**src/pkg/uml_pkg.sv**
```systemverilog
/*
  Constants, field layouts and carrier types for the serial port status and modem block.
  Assumes a byte-addressed register port with 32-bit data and one system clock.
*/
package uml_pkg;
  // ==========================================================================
  // register map
  localparam int unsigned ADDR_W      = 8;
  localparam int unsigned DATA_W      = 32;
  localparam logic [7:0]  OFS_DATA    = 8'h84;
  localparam logic [7:0]  OFS_IER_DIV = 8'h88;
  localparam logic [7:0]  OFS_LCR     = 8'h8c;
  localparam logic [7:0]  OFS_MCR     = 8'h90;
  localparam logic [7:0]  OFS_LSR     = 8'h94;
  localparam logic [7:0]  OFS_MSR     = 8'h98;
  localparam logic [7:0]  OFS_SCR     = 8'h9c;
  // ==========================================================================
  // field positions
  localparam int unsigned MCR_TERM    = 0;
  localparam int unsigned MCR_SEND    = 1;
  localparam int unsigned MCR_FLAG2   = 3;
  localparam int unsigned MCR_LOOP    = 4;
  localparam int unsigned MCR_W       = 5;
  localparam int unsigned LCR_BREAK   = 6;
  localparam int unsigned LCR_DIV_SEL = 7;
  localparam int unsigned SCR_SRST    = 8;
  localparam int unsigned IER_W       = 4;
  localparam int unsigned DIV_W       = 16;
  // ==========================================================================
  // reset values and bit timing
  localparam logic [7:0]  LCR_RST     = 8'h03;
  localparam logic [15:0] DIV_RST     = 16'h0001;
  localparam int unsigned SUB_TICKS   = 16;
  localparam int unsigned OVERSAMPLE  = 8;
  localparam int unsigned BIT_SHIFT   = $clog2(SUB_TICKS * OVERSAMPLE);
  localparam int unsigned CNT_W       = DIV_W + BIT_SHIFT;
  // ==========================================================================
  // carriers
  typedef struct packed {
    logic       par_even;
    logic       par_en;
    logic       two_stop;
    logic [1:0] wls;
  } uml_frame_s;
  typedef struct packed {
    logic [7:0] data;
    logic       par_err;
    logic       frm_err;
    logic       brk;
  } uml_rx_s;
  // data bits used by a word length code
  function automatic logic [3:0] uml_nbits(input logic [1:0] wls);
    return 4'h5 + {2'b00, wls};
  endfunction
endpackage

```
**src/rtl/uml_port.sv**
```systemverilog
/*
  Serial port status and modem control block: register port, modem lines, loopback,
  line status, modem status, scratch byte with soft reset, transmitter and receiver.
  Assumes a one-cycle register port without wait states and pins synchronous to clk.
*/
// The plain strobed port and the register addresses are this design's own decisions.
// Functional notes
// control bit 0 drives terminal-ready pin level
// control bit 1 drives send-request pin level
// bits 2,3 are read-write user flags, bit 3 also sets carrier level in loopback
// control bit 4 selects loopback test mode
// control bits 31:5 read as zero
// status bit 0 shows receive buffer full
// status bit 1 flags receive overrun
// status bit 2 flags parity error
// status bit 3 flags framing error
// status bit 4 flags received break
// status bit 5 shows holding register empty
// status bit 6 shows holding and shifter empty
// status bit 7 flags error in buffer
// modem change flags set, cleared on read
// ring edge flag never set
// send-ready level, loopback uses control bit 1
// set-ready level, loopback uses control bit 0
// carrier level, loopback uses control bit 3
// ring level always reads zero
// scratch byte stores any value
// scratch bit 8 holds port in reset
// bit time is divisor times 128 clocks
// divisor access bit remaps shared offset
// loopback wires transmitter to receiver internally
`timescale 1ns/1ps
module uml_port #(
  parameter logic [15:0] DIV_RESET = uml_pkg::DIV_RST
) (
  input  wire logic                       clk,
  input  wire logic                       rst,
  input  wire logic [uml_pkg::ADDR_W-1:0] addr,
  input  wire logic [uml_pkg::DATA_W-1:0] wr_data,
  input  wire logic                       wr_stb,
  input  wire logic                       rd_stb,
  output logic      [uml_pkg::DATA_W-1:0] rd_data,
  input  wire logic                       serial_rx_pin_n,
  output logic                            serial_tx_pin_n,
  input  wire logic                       clear_send_pin_n,
  input  wire logic                       set_ready_pin_n,
  input  wire logic                       carrier_detect_pin_n,
  output logic                            term_ready_pin_n,
  output logic                            send_request_pin_n
);
  logic [uml_pkg::IER_W-1:0] ier_r;
  logic [uml_pkg::DIV_W-1:0] div_r;
  logic [7:0]                lcr_r;
  logic [uml_pkg::MCR_W-1:0] modem_control_r;
  logic [8:0]                scratch_r;
  logic [7:0]                thr_r;
  logic                      thr_full_r;
  logic [7:0]                rbr_r;
  logic                      rx_data_ready_r;
  logic                      overrun_r;
  logic                      rx_parity_error_r;
  logic                      rx_framing_error_r;
  logic                      rx_break_flag_r;
  logic                      rx_queue_error_r;
  logic [2:0]                lvl_prev_r;
  logic                      clear_send_change_r;
  logic                      set_ready_change_r;
  logic                      carrier_detect_change_r;
  logic                      port_rst;
  logic                      loop_on;
  logic                      divisor_access_sel;
  logic                      tx_load;
  logic                      tx_busy;
  logic                      tx_bit;
  logic                      rx_done;
  logic                      rx_in;
  logic                      tx_holding_empty;
  logic                      tx_all_empty;
  logic [2:0]                lvl;
  logic [uml_pkg::CNT_W-1:0] bit_cycles;
  logic [uml_pkg::DIV_W-1:0] div_eff;
  logic [7:0]                line_status;
  logic [7:0]                modem_status;
  logic                      rd_data_q;
  logic                      rd_lsr;
  logic                      rd_msr;
  logic                      wr_thr;
  logic [uml_pkg::DATA_W-1:0] rd_nxt;
  uml_pkg::uml_frame_s       fmt;
  uml_pkg::uml_rx_s          rx_res;

  // ==========================================================================
  // decode and derived controls
  // soft reset hold
  assign port_rst = rst | scratch_r[uml_pkg::SCR_SRST];
  // loopback select
  assign loop_on  = modem_control_r[uml_pkg::MCR_LOOP];
  assign divisor_access_sel = lcr_r[uml_pkg::LCR_DIV_SEL];
  assign fmt      = uml_pkg::uml_frame_s'(lcr_r[4:0]);
  assign rd_data_q = rd_stb && (addr == uml_pkg::OFS_DATA);
  assign rd_lsr   = rd_stb && (addr == uml_pkg::OFS_LSR);
  assign rd_msr   = rd_stb && (addr == uml_pkg::OFS_MSR);
  assign wr_thr   = wr_stb && (addr == uml_pkg::OFS_DATA);
  assign tx_load  = thr_full_r && !tx_busy;
  // bit time from divisor; a zero divisor behaves as one to avoid a stuck timer
  assign div_eff    = (div_r == '0) ? 16'h0001 : div_r;
  assign bit_cycles = {div_eff, {uml_pkg::BIT_SHIFT{1'b0}}};
  // internal return path
  assign rx_in    = loop_on ? tx_bit : serial_rx_pin_n;

  // ==========================================================================
  // configuration registers, reset only by the hard reset
  always_ff @(posedge clk) begin
    if (rst) begin
      ier_r           <= '0;
      div_r           <= DIV_RESET;
      lcr_r           <= uml_pkg::LCR_RST;
      modem_control_r <= '0;
      scratch_r       <= '0;
    end else if (wr_stb) begin
      unique case (addr)
        // shared offset steering
        uml_pkg::OFS_IER_DIV: begin
          if (divisor_access_sel) div_r <= wr_data[uml_pkg::DIV_W-1:0];
          else ier_r <= wr_data[uml_pkg::IER_W-1:0];
        end
        uml_pkg::OFS_LCR: lcr_r <= wr_data[7:0];
        // user flags stored; bit 3 also feeds loopback carrier
        uml_pkg::OFS_MCR: modem_control_r <= wr_data[uml_pkg::MCR_W-1:0];
        // scratch byte store
        uml_pkg::OFS_SCR: scratch_r <= wr_data[8:0];
        default: ;
      endcase
    end
  end

  // ==========================================================================
  // transmit holding register; a write in the load cycle refills it
  always_ff @(posedge clk) begin
    if (port_rst) begin
      thr_r      <= 8'h00;
      thr_full_r <= 1'b0;
    end else if (wr_thr) begin
      thr_r      <= wr_data[7:0];
      thr_full_r <= 1'b1;
    end else if (tx_load) begin
      thr_full_r <= 1'b0;
    end
  end

  // holding empty flag
  assign tx_holding_empty = !thr_full_r;
  // whole transmitter empty
  assign tx_all_empty     = !thr_full_r && !tx_busy;

  uml_tx u_tx (
    .clk        (clk),
    .rst        (port_rst),
    .bit_cycles (bit_cycles),
    .fmt        (fmt),
    .load       (tx_load),
    .data       (thr_r),
    .busy       (tx_busy),
    .txd        (tx_bit)
  );

  uml_rx u_rx (
    .clk        (clk),
    .rst        (port_rst),
    .bit_cycles (bit_cycles),
    .fmt        (fmt),
    .rxd        (rx_in),
    .done       (rx_done),
    .res        (rx_res)
  );

  // ==========================================================================
  // receive buffer and line status; new events win over read clears
  always_ff @(posedge clk) begin
    if (port_rst) begin
      rbr_r              <= 8'h00;
      rx_data_ready_r    <= 1'b0;
      overrun_r          <= 1'b0;
      rx_parity_error_r  <= 1'b0;
      rx_framing_error_r <= 1'b0;
      rx_break_flag_r    <= 1'b0;
      rx_queue_error_r   <= 1'b0;
    end else begin
      // buffer full level
      if (rx_done) rx_data_ready_r <= 1'b1;
      else if (rd_data_q) rx_data_ready_r <= 1'b0;
      // an overrun keeps the older character, the new one is lost
      if (rx_done && !(rx_data_ready_r && !rd_data_q)) rbr_r <= rx_res.data;
      // overrun detect
      if (rx_done && rx_data_ready_r && !rd_data_q) overrun_r <= 1'b1;
      else if (rd_lsr) overrun_r <= 1'b0;
      // parity flag
      if (rx_done && rx_res.par_err) rx_parity_error_r <= 1'b1;
      else if (rd_lsr) rx_parity_error_r <= 1'b0;
      // framing flag
      if (rx_done && rx_res.frm_err) rx_framing_error_r <= 1'b1;
      else if (rd_lsr) rx_framing_error_r <= 1'b0;
      // break flag
      if (rx_done && rx_res.brk) rx_break_flag_r <= 1'b1;
      else if (rd_lsr) rx_break_flag_r <= 1'b0;
      // buffered character error
      if (rx_done && !(rx_data_ready_r && !rd_data_q)) begin
        rx_queue_error_r <= rx_res.par_err | rx_res.frm_err | rx_res.brk;
      end else if (rd_data_q) begin
        rx_queue_error_r <= 1'b0;
      end
    end
  end

  assign line_status = {rx_queue_error_r, tx_all_empty, tx_holding_empty, rx_break_flag_r,
                        rx_framing_error_r, rx_parity_error_r, overrun_r, rx_data_ready_r};

  // ==========================================================================
  // modem status levels: {carrier, set ready, send ready}
  // levels with loopback
  assign lvl = loop_on ? {modem_control_r[uml_pkg::MCR_FLAG2], modem_control_r[uml_pkg::MCR_TERM],
                          modem_control_r[uml_pkg::MCR_SEND]}
                       : {~carrier_detect_pin_n, ~set_ready_pin_n, ~clear_send_pin_n};

  // change flags, a change in the read cycle survives
  always_ff @(posedge clk) begin
    if (port_rst) begin
      lvl_prev_r              <= 3'b000;
      clear_send_change_r     <= 1'b0;
      set_ready_change_r      <= 1'b0;
      carrier_detect_change_r <= 1'b0;
    end else begin
      lvl_prev_r <= lvl;
      if (lvl[0] != lvl_prev_r[0]) clear_send_change_r <= 1'b1;
      else if (rd_msr) clear_send_change_r <= 1'b0;
      if (lvl[1] != lvl_prev_r[1]) set_ready_change_r <= 1'b1;
      else if (rd_msr) set_ready_change_r <= 1'b0;
      if (lvl[2] != lvl_prev_r[2]) carrier_detect_change_r <= 1'b1;
      else if (rd_msr) carrier_detect_change_r <= 1'b0;
    end
  end

  // ring bits tied low, no ring input exists
  assign modem_status = {lvl[2], 1'b0, lvl[1], lvl[0], carrier_detect_change_r, 1'b0,
                         set_ready_change_r, clear_send_change_r};

  // ==========================================================================
  // read mux; unmapped offsets read zero
  always_comb begin
    rd_nxt = '0;
    unique case (addr)
      uml_pkg::OFS_DATA:    rd_nxt[7:0] = rbr_r;
      uml_pkg::OFS_IER_DIV: rd_nxt[uml_pkg::DIV_W-1:0] = divisor_access_sel ? div_r : {12'h000, ier_r};
      uml_pkg::OFS_LCR:     rd_nxt[7:0] = lcr_r;
      // upper control bits zero
      uml_pkg::OFS_MCR:     rd_nxt[uml_pkg::MCR_W-1:0] = modem_control_r;
      uml_pkg::OFS_LSR:     rd_nxt[7:0] = line_status;
      uml_pkg::OFS_MSR:     rd_nxt[7:0] = modem_status;
      uml_pkg::OFS_SCR:     rd_nxt[8:0] = scratch_r;
      default:              rd_nxt = '0;
    endcase
  end

  // read data stands only in the cycle after the strobe
  always_ff @(posedge clk) begin
    if (rst) rd_data <= '0;
    else if (rd_stb) rd_data <= rd_nxt;
    else rd_data <= '0;
  end

  // ==========================================================================
  // pins, registered; loopback parks them inactive
  always_ff @(posedge clk) begin
    if (rst) begin
      term_ready_pin_n   <= 1'b1;
      send_request_pin_n <= 1'b1;
      serial_tx_pin_n    <= 1'b1;
    end else begin
      // pin levels
      term_ready_pin_n   <= loop_on | modem_control_r[uml_pkg::MCR_TERM];
      send_request_pin_n <= loop_on | modem_control_r[uml_pkg::MCR_SEND];
      serial_tx_pin_n    <= loop_on | (!lcr_r[uml_pkg::LCR_BREAK] & tx_bit);
    end
  end
endmodule

```
**src/rtl/uml_tx.sv**
```systemverilog
/*
  Serial transmitter: shifts one framed character out, LSB first.
  Assumes load is only honoured while idle; bit_cycles is the bit time in clocks.
*/
`timescale 1ns/1ps
module uml_tx #(
  parameter int unsigned CNT_W = uml_pkg::CNT_W
) (
  input  wire logic              clk,
  input  wire logic              rst,
  input  wire logic [CNT_W-1:0]  bit_cycles,
  input  wire uml_pkg::uml_frame_s fmt,
  input  wire logic              load,
  input  wire logic [7:0]        data,
  output logic                   busy,
  output logic                   txd
);
  logic [11:0]      sh_r;
  logic [11:0]      frame;
  logic [3:0]       left_r;
  logic [3:0]       nbits;
  logic [CNT_W-1:0] cnt_r;

  // ==========================================================================
  // frame builder: start, data, optional parity, one or two stop bits
  always_comb begin
    frame = 12'hfff;
    for (int i = 0; i < 8; i++) begin
      if (i < int'(uml_pkg::uml_nbits(fmt.wls))) frame[i+1] = data[i];
    end
    frame[0] = 1'b0;
    if (fmt.par_en) frame[uml_pkg::uml_nbits(fmt.wls) + 4'h1] =
      fmt.par_even ~^ (^(data & ~(8'hff << uml_pkg::uml_nbits(fmt.wls))));
    nbits = uml_pkg::uml_nbits(fmt.wls) + 4'h2 + {3'b000, fmt.par_en} + {3'b000, fmt.two_stop};
  end

  // ==========================================================================
  // bit time counter
  always_ff @(posedge clk) begin
    if (rst) begin
      sh_r   <= 12'hfff;
      left_r <= 4'h0;
      cnt_r  <= '0;
      busy   <= 1'b0;
    end else if (!busy && load) begin
      sh_r   <= frame;
      left_r <= nbits;
      cnt_r  <= bit_cycles - 1'b1;
      busy   <= 1'b1;
    end else if (busy) begin
      if (cnt_r == '0) begin
        sh_r   <= {1'b1, sh_r[11:1]};
        cnt_r  <= bit_cycles - 1'b1;
        left_r <= left_r - 4'h1;
        if (left_r == 4'h1) busy <= 1'b0;
      end else begin
        cnt_r <= cnt_r - 1'b1;
      end
    end
  end

  assign txd = sh_r[0]; // flop output, idles high
endmodule

```
**src/rtl/uml_rx.sv**
```systemverilog
/*
  Serial receiver: finds a start bit, samples each bit at its middle, checks the frame.
  Assumes rxd is synchronous to clk; a line held low must return high before re-arming.
*/
`timescale 1ns/1ps
module uml_rx #(
  parameter int unsigned CNT_W = uml_pkg::CNT_W
) (
  input  wire logic              clk,
  input  wire logic              rst,
  input  wire logic [CNT_W-1:0]  bit_cycles,
  input  wire uml_pkg::uml_frame_s fmt,
  input  wire logic              rxd,
  output logic                   done,
  output uml_pkg::uml_rx_s       res
);
  typedef enum logic [1:0] {UML_IDLE, UML_START, UML_BITS} uml_rx_e;
  uml_rx_e          st_r;
  logic             armed_r;
  logic [9:0]       sh_r;
  logic [9:0]       fr;
  logic [3:0]       left_r;
  logic [3:0]       nb;
  logic [3:0]       nd;
  logic [CNT_W-1:0] cnt_r;

  // ==========================================================================
  // frame alignment and checks on the last sample
  always_comb begin
    nd = uml_pkg::uml_nbits(fmt.wls);
    nb = nd + 4'h1 + {3'b000, fmt.par_en};
    fr = {rxd, sh_r[9:1]} >> (4'd10 - nb);
  end

  // ==========================================================================
  // sampling machine, mid-bit after half a bit time
  always_ff @(posedge clk) begin
    if (rst) begin
      st_r    <= UML_IDLE;
      armed_r <= 1'b0;
      sh_r    <= '0;
      left_r  <= 4'h0;
      cnt_r   <= '0;
      done    <= 1'b0;
      res     <= '0;
    end else begin
      done <= 1'b0;
      unique case (st_r)
        UML_IDLE: begin
          if (rxd) armed_r <= 1'b1;
          if (armed_r && !rxd) begin
            cnt_r <= bit_cycles >> 1;
            st_r  <= UML_START;
          end
        end
        UML_START: begin
          if (cnt_r != '0) cnt_r <= cnt_r - 1'b1;
          else if (rxd) st_r <= UML_IDLE; // glitch, not a start bit
          else begin
            cnt_r  <= bit_cycles - 1'b1;
            left_r <= nb;
            st_r   <= UML_BITS;
          end
        end
        UML_BITS: begin
          if (cnt_r != '0) cnt_r <= cnt_r - 1'b1;
          else begin
            sh_r   <= {rxd, sh_r[9:1]};
            cnt_r  <= bit_cycles - 1'b1;
            left_r <= left_r - 4'h1;
            if (left_r == 4'h1) begin
              // character checks
              done        <= 1'b1;
              armed_r     <= 1'b0;
              st_r        <= UML_IDLE;
              res.data    <= fr[7:0] & ~(8'hff << nd);
              res.par_err <= fmt.par_en && (fr[nd] != (fmt.par_even ? ^(fr[7:0] & ~(8'hff << nd))
                                                                    : ~^(fr[7:0] & ~(8'hff << nd))));
              res.frm_err <= !fr[nd + {3'b000, fmt.par_en}];
              res.brk     <= (fr == 10'h000);
            end
          end
        end
      endcase
    end
  end
endmodule

```
**config.mk**
```make
export PLATFORM = sky130hd
export DESIGN_NAME = uml_port
export DESIGN_NICKNAME = d
export VERILOG_FILES = /design/src/pkg/uml_pkg.sv /design/src/rtl/uml_port.sv /design/src/rtl/uml_tx.sv /design/src/rtl/uml_rx.sv
export SDC_FILE = /design/constraint.sdc
export NUM_CORES = 1
export LEC_CHECK = 0
export ABC_AREA = 1
export BUFFER_PORTS_ARGS = -buffer_cell sky130_fd_sc_hd__buf_2
export CORE_ASPECT_RATIO = 0.8
export CORE_MARGIN = 1
export CORE_UTILIZATION = 35
export DETAILED_ROUTE_END_ITERATION = 12
export PLACE_DENSITY = 0.58
export SETUP_SLACK_MARGIN = 0.15
export SLEW_MARGIN = 20
export SYNTH_ARGS = -nofsm -noshare
export SYNTH_HDL_FRONTEND = slang
export SYNTH_SLANG_ARGS = --single-unit
```
**constraint.sdc**
```tcl
create_clock -name clk -period 6.15 [get_ports clk]
set_clock_uncertainty 0.2 [all_clocks]
set_input_delay 1.845 -clock clk [delete_from_list [all_inputs] [get_ports clk]]
set_output_delay 1.845 -clock clk [all_outputs]
set_load 0.05 [all_outputs]
```
Yosys cells after proc, flatten, opt, wreduce, memory -nomap -nowiden. Cells that the tools add are included.

Bits in registers: 198. Input port bits: 48. Output and inout port bits: 35. Logic and storage cells: 238.

$add $sub $neg: 13. Magnitude comparators: 12. Equality and inequality tests: 22. Shift-type cells: 2. Multiplexer cells: 71. Bitwise operators: 19. Reduce and logical (&&, ||, !) cells: 61.

Operator list (count): 23-bit two-way mux (7); 23-bit one-hot mux with 3 select lines (1); 23-bit by 1-bit subtractor with 23-bit output, second input constant (3); 8-bit == test, second input constant (7); 12-bit two-way mux (4); 1-bit two-way mux (35); 5-bit one-hot mux with 7 select lines (1); 16-bit two-way mux (2); 2-bit nonzero test (14); 4-bit two-way mux (6); 23-bit zero test (1); 23-bit nonzero test (1); 3-bit one-hot mux with 6 select lines (1); 1-bit logical AND (17); 4-bit by 1-bit adder with 4-bit output (4); 8-bit AND (2); 16-bit zero test (1); 3-bit by 4-bit less-than comparator with 1-bit output, first input constant (4); 8-bit parity (2); 4-bit by 5-bit less-than comparator with 1-bit output, second input constant (3); 12-bit bitwise mux (1); 2-bit AND reduction (6); 4-bit AND reduction (3); 10-bit zero test (1); 36 further kinds (73).

Logic depth before layout (Yosys ltp). Gate-level depths: netlist of the first run.

Depth in word-level cells: 10. Depth in mapped cells: 25. Mapped depth without buffers: 24.

By module. Synthesis of the first run repeated with hierarchy kept, for this count alone.

Cells, all modules: 1908. Area, all modules: 12059.1 sq um.

By module, submodules not included: uml_rx (instances 1, cells each 746, area each 4515.6 sq um, seq. area each 1021.0 sq um); uml_port (instances 1, cells each 571, area each 4028.9 sq um, seq. area each 1801.7 sq um); uml_tx (instances 1, cells each 591, area each 3514.6 sq um, seq. area each 800.8 sq um).

Worst setup path before layout of the first run. OpenSTA, ideal clock, no wires.

Path kind: register to register. From: register lcr_r[0]. To: register u_rx.res[2] in the netlist's numbering. Data arrival time: 3335 ps. Required time: 5883 ps. Path slack: 2547 ps. Cell stages (with the launch flop): 25. Path buffers: 1. Period minus slack after synthesis: 3603 ps. Path through: dfxtp_1 > inv_2 > ha_1 > xnor2_1 > ha_1 > ha_1 > buf_2 > clkinv_1 > a21oi_1 > o21ai_0 > nand2_1 > nand2_1 > nand2_1 > nand2_1 > nand2_1 > nand2_1 > nand2_1 > nand2_1 > nand2_1 > nand3_1 > nand2_1 > nand2_1 > nand2_1 > nand2_1 > a21oi_2.

Cells in the longest elaborated chain, start to end: 10. Elaborated cells on any way between the ends: 15. Classes of those cells: add/sub: 4; eq/ne: 1; shift: 2; mux: 3; bitwise: 2; reduce/logical: 3.

Ends and longest elaborated chain: start: declaration (RTL line uml_port.sv:53) `logic [7:0] lcr_r;`; start signal: assignment (RTL line uml_port.sv:117) `lcr_r <= uml_pkg::LCR_RST;`; start signal: assignment (RTL line uml_port.sv:127) `uml_pkg::OFS_LCR: lcr_r <= wr_data[7:0];`; 3-bit by 2-bit adder with 4-bit output (*) (RTL line uml_pkg.sv:53) `return 4'h5 + {2'b00, wls};`; branches (longest 7 deep; another with 4-bit by 1-bit adder with 4-bit output); 1-bit inequality test (*) (RTL line uml_rx.sv:77) `res.par_err <= fmt.par_en && (fr[nd] != (fmt.par_even ? ^(fr[7:0] & ~(8'hff << nd))`; 1-bit logical AND (*) (RTL line uml_rx.sv:77); end: declaration (RTL line uml_rx.sv:15) `output uml_pkg::uml_rx_s res`.

Mark *: on every way between the ends. The select of a mux whose other input is x is not followed. A chain may end at the register's enable or synchronous reset.

Final worst setup path of the first run. Same ends and word-level chain as after synthesis.

==> summary.md, run 1 <==
| Metric | Value |
|---|---|
| Worst Path Max Fanout | 17 |
| Crit path from | lcr_r[0] |
| Floorplan row count | 55 |
| Total grt overflow | 0 |
| Overall power | 3.49 mW |
| Register area share after synthesis | 0.358 |
| Netlist Area Pre-Place | 0.0101 mm^2 |
| Routed vias/inst | 5.13 |
| Vias in the first global route | 8482 |
| Placed cell count | 1853 |
| CTS H-tree lvls | 4 |
| Starting Density | 0.357 |
| RR Endpoint | u_rx.res[2] |
| Antenna violations before repair | 1 |
| Worst slew margin | 0.317 |
| Number of port buffers | 50 |
| Layout area overhead | 10.6% |
| Max rail drop VDD | 0.000212 V |
| FF-to-FF path depth | 19 |
| Mean post-synth cell area | 6.82 um^2 |
| Clk network pwr share | 0.325 |
| Die W | 192 um |
| Largest net degree at the start of global routing | 62 |
| CORE AREA | 0.0284 mm^2 |
| Layout net count | 1576 |
| Iter 0 DRT Violations | 939 |
| I/O pin cnt | 83 |
| Crit path time final | 4.46 ns |
| Routed len/inst | 15.5 um |
| Crit path capture | u_rx.res[2] |
| Worst setup path class | reg2reg |
| Setup_tns | 0 ns |
| Die area | 0.0296 mm^2 |
| Adder-Cell Fraction of Synth Area | 0.0337 |
| Finished Layout Cells | 1886 |
| Crit path largest cell delay | 0.74 ns |
| P_sw | 1.35 mW |
| Crit start category | register |
| Static Leakage | 4.80 nW |
| CTS resizes | 0 |
| Worst reg2reg startpoint | lcr_r[0] |
| RSZ-0062 raised after global routing | no |
| Crit path capture type | register |
| Max Cap Viol | 0 |
| Max frequency | 0.224 GHz |
| Synth Instances | 1483 |
| Share of layout cells above drive strength 1 | 0.0812 |
| CP Cell Sequence | inv_2 > ha_1 > inv_2 > ha_1 > clkinv_1 > nand3_1 > nand2_1 > nand2_1 > o21ai_1 > nand3_1 > nand2_1 > o21ai_1 > nand2_1 > nand2_1 > nand2_1 > nand2_1 > nand2_1 > nand2_1 > a21oi_2 |
| DRC viols | 0 |
| Part of the power in registers | 0.380 |
| Comb power frac | 0.295 |
| Post-synth top area share | 0.358 |
| Overall Global Routing Usage | 0.200 |
| Sw Ratio | 0.387 |
| Synth area leaders | dfxtp_1 (36%), nand2_1 (10%), o21ai_0 (8.0%) |
| Crit share post-route | 0.725 |
| TritonCTS clock tree | yes |
| Post-CTS Setup Repair Bufs | 0 |
| Yosys cell types | 51 |
| First-pass GRT wire length | 46400 um |
| Internal power | 2.14 mW |
| CTS Hold Bufs | 0 |
| Hold crit path type | reg2reg |
| Worst path slowest cell | ha_1 |
| PwrDens | 312 mW/mm^2 |
| # fillers | 3053 |
| Cell accounting for the most synthesized area | dfxtp_1 |
| Post-Synth Simple-Gate Area | 0.236 |
| GP Congestion | 0.885 |
| R2R setup slack | 1.69 ns |
| Clock sink total | 181 |
| Top cell by count, worst path | nand2_1 |
| Die height | 154 um |
| Clock Tree Root | clkbuf_16 |
| Critical Path AT | 4.57 ns |
| XOR/XNOR Fraction of Synth Area | 0.0442 |
| 1st-pass router iterations | 5 |
| Mux cell area share after synthesis | 0 |
| Seq cells post-synth | 181 |
| Worst Tran Pin Value | 1.02 ns |
| Setup Viol. Count Final | 0 |
| Worst-Skew Late Latency | 0.45 ns |
| Hpwl dp | 21100 um |
| Fin. Hold Viols | 0 |
| Via count of the routed design | 9669 |
| CP required | 6.26 ns |
| Synth Area in Compound Gates | 0.216 |
| Clk slew on worst S/H paths | 0.08 ns |
| Fin. max-slew vios | 0 |
| Clock buffer depth | 2 |
| Post-route ant nets | 0 |
| Largest family of logic cells by synthesized area | simple AND/OR/NAND/NOR gates |
| Status | complete, no violations |
| Routed WL | 29200 um |
| Clock buffer count from CTS | 17 |
| Number of synthesis warnings | 0 |
metal layers:
metal | share of wire | track usage
met4 | 0.013 | 0.0450
met1 | 0.52 | 0.318
met5 | 0 | 0
met2 | 0.39 | 0.270
met3 | 0.072 | 0.0370
area by class of cell:
| class | instances | area, um^2 | share of cell area |
|---|---|---|---|
| Multi-Input combinational cell | 1047 | 5430 | 0.486 |
| Timing Repair Buffer | 58 | 310 | 0.0277 |
| Inverter | 197 | 742 | 0.0663 |
| Tap cell | 370 | 463 | 0.0414 |
| Clock inverter | 14 | 174 | 0.0155 |
| Antenna cell | 1 | 2.50 | 0.000224 |
| Clock buffer | 18 | 439 | 0.0393 |
| Sequential cell | 181 | 3620 | 0.324 |
worst max-delay path, delay by kind of cell, from the launching register on:
family	cells	cell delay (ns)
adder cells (fa/ha/maj)	2	1.28
AND/OR/NAND/NOR	11	0.93
AO/OA/AOI/OAI	3	0.43
buffers and inverters	3	0.82
flip-flops	1	0.64
cells in the mapped netlist, drive strengths merged:
| cell type | number |
|---|---|
| fa | 2 |
| clkbuf | 41 |
| xor2 | 34 |
| a211oi | 8 |
| o211ai | 18 |
| a21boi | 1 |
| a41oi | 1 |
| a211o | 1 |
| a2bb2oi | 1 |
| a2111oi | 4 |
| clkinv | 4 |
| o32ai | 2 |
| nor4 | 8 |
| xnor2 | 17 |
| a21oi | 158 |
| buf | 32 |
| o31ai | 3 |
| dfxtp | 181 |
| conb | 1 |
| a31oi | 8 |
| nand3b | 5 |
| nand4 | 15 |
| and2 | 1 |
| a311oi | 1 |
| nor3 | 23 |
| ha | 24 |
| o22ai | 11 |
| inv | 193 |
| nor2 | 138 |
| or2 | 3 |
| a221oi | 7 |
| nand2 | 282 |
| o21a | 3 |
| o2111ai | 2 |
| o21ai | 164 |
| nand3 | 82 |
| o221ai | 3 |
| a221o | 1 |
stage by stage:
step / util / setup WS (ns) / hold WS (ns) / instance area [um^2]
floorplan: - / 2.55 / 0.224 / 10200
global placement: 0.373 / 1.82 / 0.237 / 10600
detailed placement: 0.373 / 1.75 / 0.241 / 10600
CTS: 0.394 / 1.76 / 0.252 / 11200
global route: 0.394 / 1.19 / 0.280 / 11200
finish: 0.394 / 1.69 / 0.252 / 11200
cell families (layout without fill, tap and decap cells):
logic type | Yosys count | in the layout
other | 1 | 17
AOI/OAI and AO/OA | 397 | 397
buffers and inverters | 270 | 287
xor gates and xnor gates | 51 | 51
adders and majority gates | 26 | 26
and+or+nand+nor | 557 | 557
DFF | 181 | 181
flip-flops by register name, summed over array words and instances, names as in the netlist, 2 cells and up:
name and count:
scratch_r 9, lvl_prev_r 3, modem_control_r 5, u_rx.sh_r 9
u_rx.left_r 4, u_tx.cnt_r 23, u_tx.left_r 4, ier_r 4
thr_r 8, lcr_r 8, rd_data 16, u_tx.sh_r 12
u_rx.st_r 2, u_rx.cnt_r 23, rbr_r 8, div_r 16
u_rx.res 11
worst min-delay path by stage:
stage / from / endpoint / slack (ns) / cells after the start
floorplan: ier_r[0] / ier_r[0] / 0.22 / 2
global placement: ier_r[2] / ier_r[2] / 0.24 / 2
detailed placement: ier_r[1] / ier_r[1] / 0.24 / 2
CTS: ier_r[1] / ier_r[1] / 0.25 / 2
global route: modem_control_r[2] / modem_control_r[2] / 0.28 / 2
finish: ier_r[1] / ier_r[1] / 0.25 / 2
cell usage in the layout, fill, tap and decap left out, drive strengths merged, types with 24 or more instances in the layout:
cell type and n:
nand3 82, o21ai 164, ha 24, xor2 34, a21oi 158, nand2 282, buf 58, inv 200
dfxtp 181, nor2 138
power by group through the flow:
| stage | clock (mW) | sequential [mW] | combinational (mW) |
|---|---|---|---|
| after floorplan | 0 | 1.34 | 0.779 |
| after global placement | 0 | 1.35 | 0.993 |
| after detailed placement | 0 | 1.35 | 1.00 |
| after CTS | 1.15 | 1.32 | 1.01 |
| after global routing | 1.20 | 1.34 | 1.15 |
| final | 1.13 | 1.33 | 1.03 |
Note: power is estimated with default switching activity, not from simulation.
==> run 2, diff against run 1 <==
--- a/config.mk
+++ b/config.mk
@@ -11,7 +11,7 @@
 export CORE_MARGIN = 1
 export CORE_UTILIZATION = 35
 export DETAILED_ROUTE_END_ITERATION = 12
-export PLACE_DENSITY = 0.58
+export PLACE_DENSITY = 0.6
 export SETUP_SLACK_MARGIN = 0.15
 export SLEW_MARGIN = 20
 export SYNTH_ARGS = -nofsm -noshare
==> constraint.sdc (replaced) <==
create_clock -name clk -period 4.09 [get_ports clk]
set_clock_uncertainty 0.2 [all_clocks]
set_input_delay 1.227 -clock clk [delete_from_list [all_inputs] [get_ports clk]]
set_output_delay 1.227 -clock clk [all_outputs]
set_load 0.05 [all_outputs]
==> run 2 against run 1 <==
Effect of this change: die area unchanged; combinational power increased by 55%; non-clock buffer count increased by 17.
==> summary.md, run 2 (synthesis gave the netlist of run 1 again) <==
| Metric | Value |
|---|---|
| 1st-pass router iterations | 6 (was 5) |
| Routed metal-1 wire length | 15100 um (was 15200 um) |
| Commonest non-fill, non-tap cell in the layout | nand2_1 (unchanged) |
| Clock buffer depth | 2 (unchanged) |
| Number of port buffers | 50 (unchanged) |
| Sw Ratio | 0.381 (was 0.387) |
| Clock buffer count from CTS | 17 (unchanged) |
| Die area | 0.0296 mm^2 (unchanged) |
| Met3 routed WL | 2510 um (was 2100 um) |
| FF-to-FF path depth | 14 (was 19) |
| Starting Density | 0.357 (unchanged) |
| Clock Tree Root | clkbuf_16 (unchanged) |
| R2R setup slack | 0.43 ns (was 1.69 ns) |
| Share of layout cells above drive strength 1 | 0.0933 (was 0.0812) |
| Hold EP | ier_r[0] (was ier_r[1]) |
| Wire length on met2 | 11500 um (was 11400 um) |
| I/O pin cnt | 83 (unchanged) |
| RR Endpoint | u_rx.res[1] (was u_rx.res[2]) |
| Fin. max-slew vios | 0 (unchanged) |
| Largest regs | u_rx.cnt_r (23), u_tx.cnt_r (23) (unchanged) |
| Post-CTS Setup Repair Bufs | 0 (unchanged) |
| First-pass GRT wire length | 47500 um (was 46400 um) |
| Hold crit path type | reg2reg (unchanged) |
| Status | complete, no violations (unchanged) |
| Static Leakage | 4.87 nW (was 4.80 nW) |
| Crit path time final | 3.66 ns (was 4.46 ns) |
| Routed len/inst | 15.5 um (about the same) |
| Routed vias/inst | 5.10 (was 5.13) |
| Max Cap Viol | 0 (unchanged) |
| Worst reg2reg startpoint | lcr_r[1] (was lcr_r[0]) |
| Setup_tns | 0 ns (unchanged) |
| Crit start category | register (unchanged) |
| # diodes | 0 (was 1) |
| Fin. Hold Viols | 0 (unchanged) |
| Die height | 154 um (unchanged) |
| Most frequent cells in the layout | nand2_1 (274), inv_1 (184), dfxtp_1 (180), o21ai_0 (161), a21oi_1 (157) (was nand2_1 (274), inv_1 (184), dfxtp_1 (181), o21ai_0 (162), a21oi_1 (157)) |
| WHS | 0.255 ns (was 0.252 ns) |
| Comb power frac | 0.307 (was 0.295) |
| CORE AREA | 0.0284 mm^2 (unchanged) |
| DRC viols | 0 (unchanged) |
| Part of the power in registers | 0.382 (was 0.380) |
| Total grt overflow | 0 (unchanged) |
| CP required | 4.21 ns (was 6.26 ns) |
| Worst Path Max Fanout | 9 (was 17) |
| Worst-Skew Late Latency | 0.44 ns (was 0.45 ns) |
| Hold depth | 2 (unchanged) |
| GP Congestion | 0.896 (was 0.885) |
| Overall Global Routing Usage | 0.204 (was 0.200) |
| Layout net count | 1593 (was 1576) |
| Setup Viol. Count Final | 0 (unchanged) |
| Worst Tran Pin Value | 0.766 ns (was 1.02 ns) |
| Die W | 192 um (unchanged) |
| Internal power | 3.24 mW (was 2.14 mW) |
| Floorplan row count | 55 (unchanged) |
| Area after DPL | 0.0107 mm^2 (was 0.0106 mm^2) |
| Vias in the first global route | 8840 (was 8482) |
| Max rail drop VDD | 0.000252 V (was 0.000212 V) |
| CTS H-tree lvls | 4 (unchanged) |
| PwrDens | 463 mW/mm^2 (was 312 mW/mm^2) |
| Iter 0 DRT Violations | 893 (was 939) |
| Worst hold path startpoint | ier_r[0] (was ier_r[1]) |
| Routed WL | 29500 um (was 29200 um) |
| Max frequency | 0.273 GHz (was 0.224 GHz) |
| Crit share post-route | 0.895 (was 0.725) |
| Clk slew on worst S/H paths | 0.08 ns (about the same) |
| Largest net degree at the start of global routing | 62 (unchanged) |
| Critical Path AT | 3.78 ns (was 4.57 ns) |
| Top sig layer | met4 (unchanged) |
| Worst slew margin | 0.488 (was 0.317) |
| Worst setup path class | reg2reg (unchanged) |
| TritonCTS clock tree | yes (unchanged) |
| Antenna violations before repair | 0 (was 1) |
| Post-route ant nets | 0 (unchanged) |
| RSZ-0062 raised after global routing | no (unchanged) |
| Hpwl dp | 21800 um (was 21100 um) |
| Crit path capture type | register (unchanged) |
| Via count of the routed design | 9709 (was 9669) |
| Clk network pwr share | 0.311 (was 0.325) |
| P_sw | 1.99 mW (was 1.35 mW) |
| Fin area | 0.0113 mm^2 (was 0.0112 mm^2) |
| Layout area overhead | 11.6% (was 10.6%) |
| Clock sink total | 181 (unchanged) |
-- run 2: changes by cell type in the layout (fill, tap and decap cells not counted), moves of 2 or more --
cell / previous run / this run
buf_4: 8 / 25
inv_8: 3 / 1
clkinv_8: 5 / 3
inv_6: 3 / 5
clkinvlp_4: 1 / 5
-- run 2: how the worst max path moves through the flow --
| stage | from | end | slack (ns) | cells past startpoint |
|---|---|---|---|---|
| after floorplan | lcr_r[0] | u_rx.res[2] | 0.49 | 24 |
| after global placement | lcr_r[1] | u_rx.res[2] | 0.38 | 20 |
| after detailed placement | lcr_r[1] | u_rx.res[2] | 0.40 | 20 |
| after CTS | lcr_r[1] | u_rx.res[2] | 0.37 | 21 |
| after global routing | lcr_r[1] | u_rx.res[2] | 0.14 | 23 |
| final | lcr_r[1] | u_rx.res[1] | 0.43 | 14 |
-- run 2: final cells by class --
class                      count  area, um^2
fill                        2980       17100
multi-input combinational   1047        5440
sequential                   181        3620
inverter                     197         746
tap                          370         463
clock buffer                  18         439
timing repair buffer          75         438
clock inverter                14         139
-- run 2: stage by stage --
| step | total power [mW] | util | worst slack (ns) | std cells |
|---|---|---|---|---|
| 3_3_place_gp | 3.59 | 0.377 | 0.382 | 1870 |
| 2_1_floorplan | 3.18 | - | 0.487 | 1498 |
| 3_5_place_dp | 3.60 | 0.377 | 0.402 | 1870 |
| 4_1_cts | 5.23 | 0.398 | 0.370 | 1902 |
| 5_1_grt | 5.57 | 0.398 | 0.139 | 1902 |
| 6_report | 5.23 | 0.398 | 0.429 | 1902 |
-- run 2: power groups by stage --
| stage | logic (mW) | registers (mW) | clock network [mW] |
|---|---|---|---|
| floorplan | 1.17 | 2.01 | 0 |
| global placement | 1.56 | 2.03 | 0 |
| detailed placement | 1.57 | 2.03 | 0 |
| CTS | 1.58 | 1.99 | 1.65 |
| global route | 1.81 | 2.01 | 1.74 |
| finish | 1.60 | 2.00 | 1.63 |
-- run 2: metal layers --
layer	vias up	GRT usage
met1	4389	0.318
met3	35	0.0443
li1	4954	-
met2	331	0.279
met5	-	0
met4	0	0.0465
-- run 2: critical path, cell delays in order (launching register included) --
cell and delay [ns]:
dfxtp_2 0.40, inv_1 0.07, ha_1 0.38, xnor2_2 0.19
ha_1 0.35, ha_1 0.35, buf_4 0.18, nand3_1 0.15
o21ai_1 0.43, and2_1 0.23, nand2_1 0.06, o211ai_1 0.08
o21ai_0 0.11, o211ai_1 0.26, a21oi_1 0.09
-- run 2: repair_timing --
| item | 4_1_cts | 5_1_grt |
|---|---|---|
| resized for setup | 0 | 4 |
| endpoints found under the setup margin | 0 | 2 |
| hold buffers | 0 | 0 |
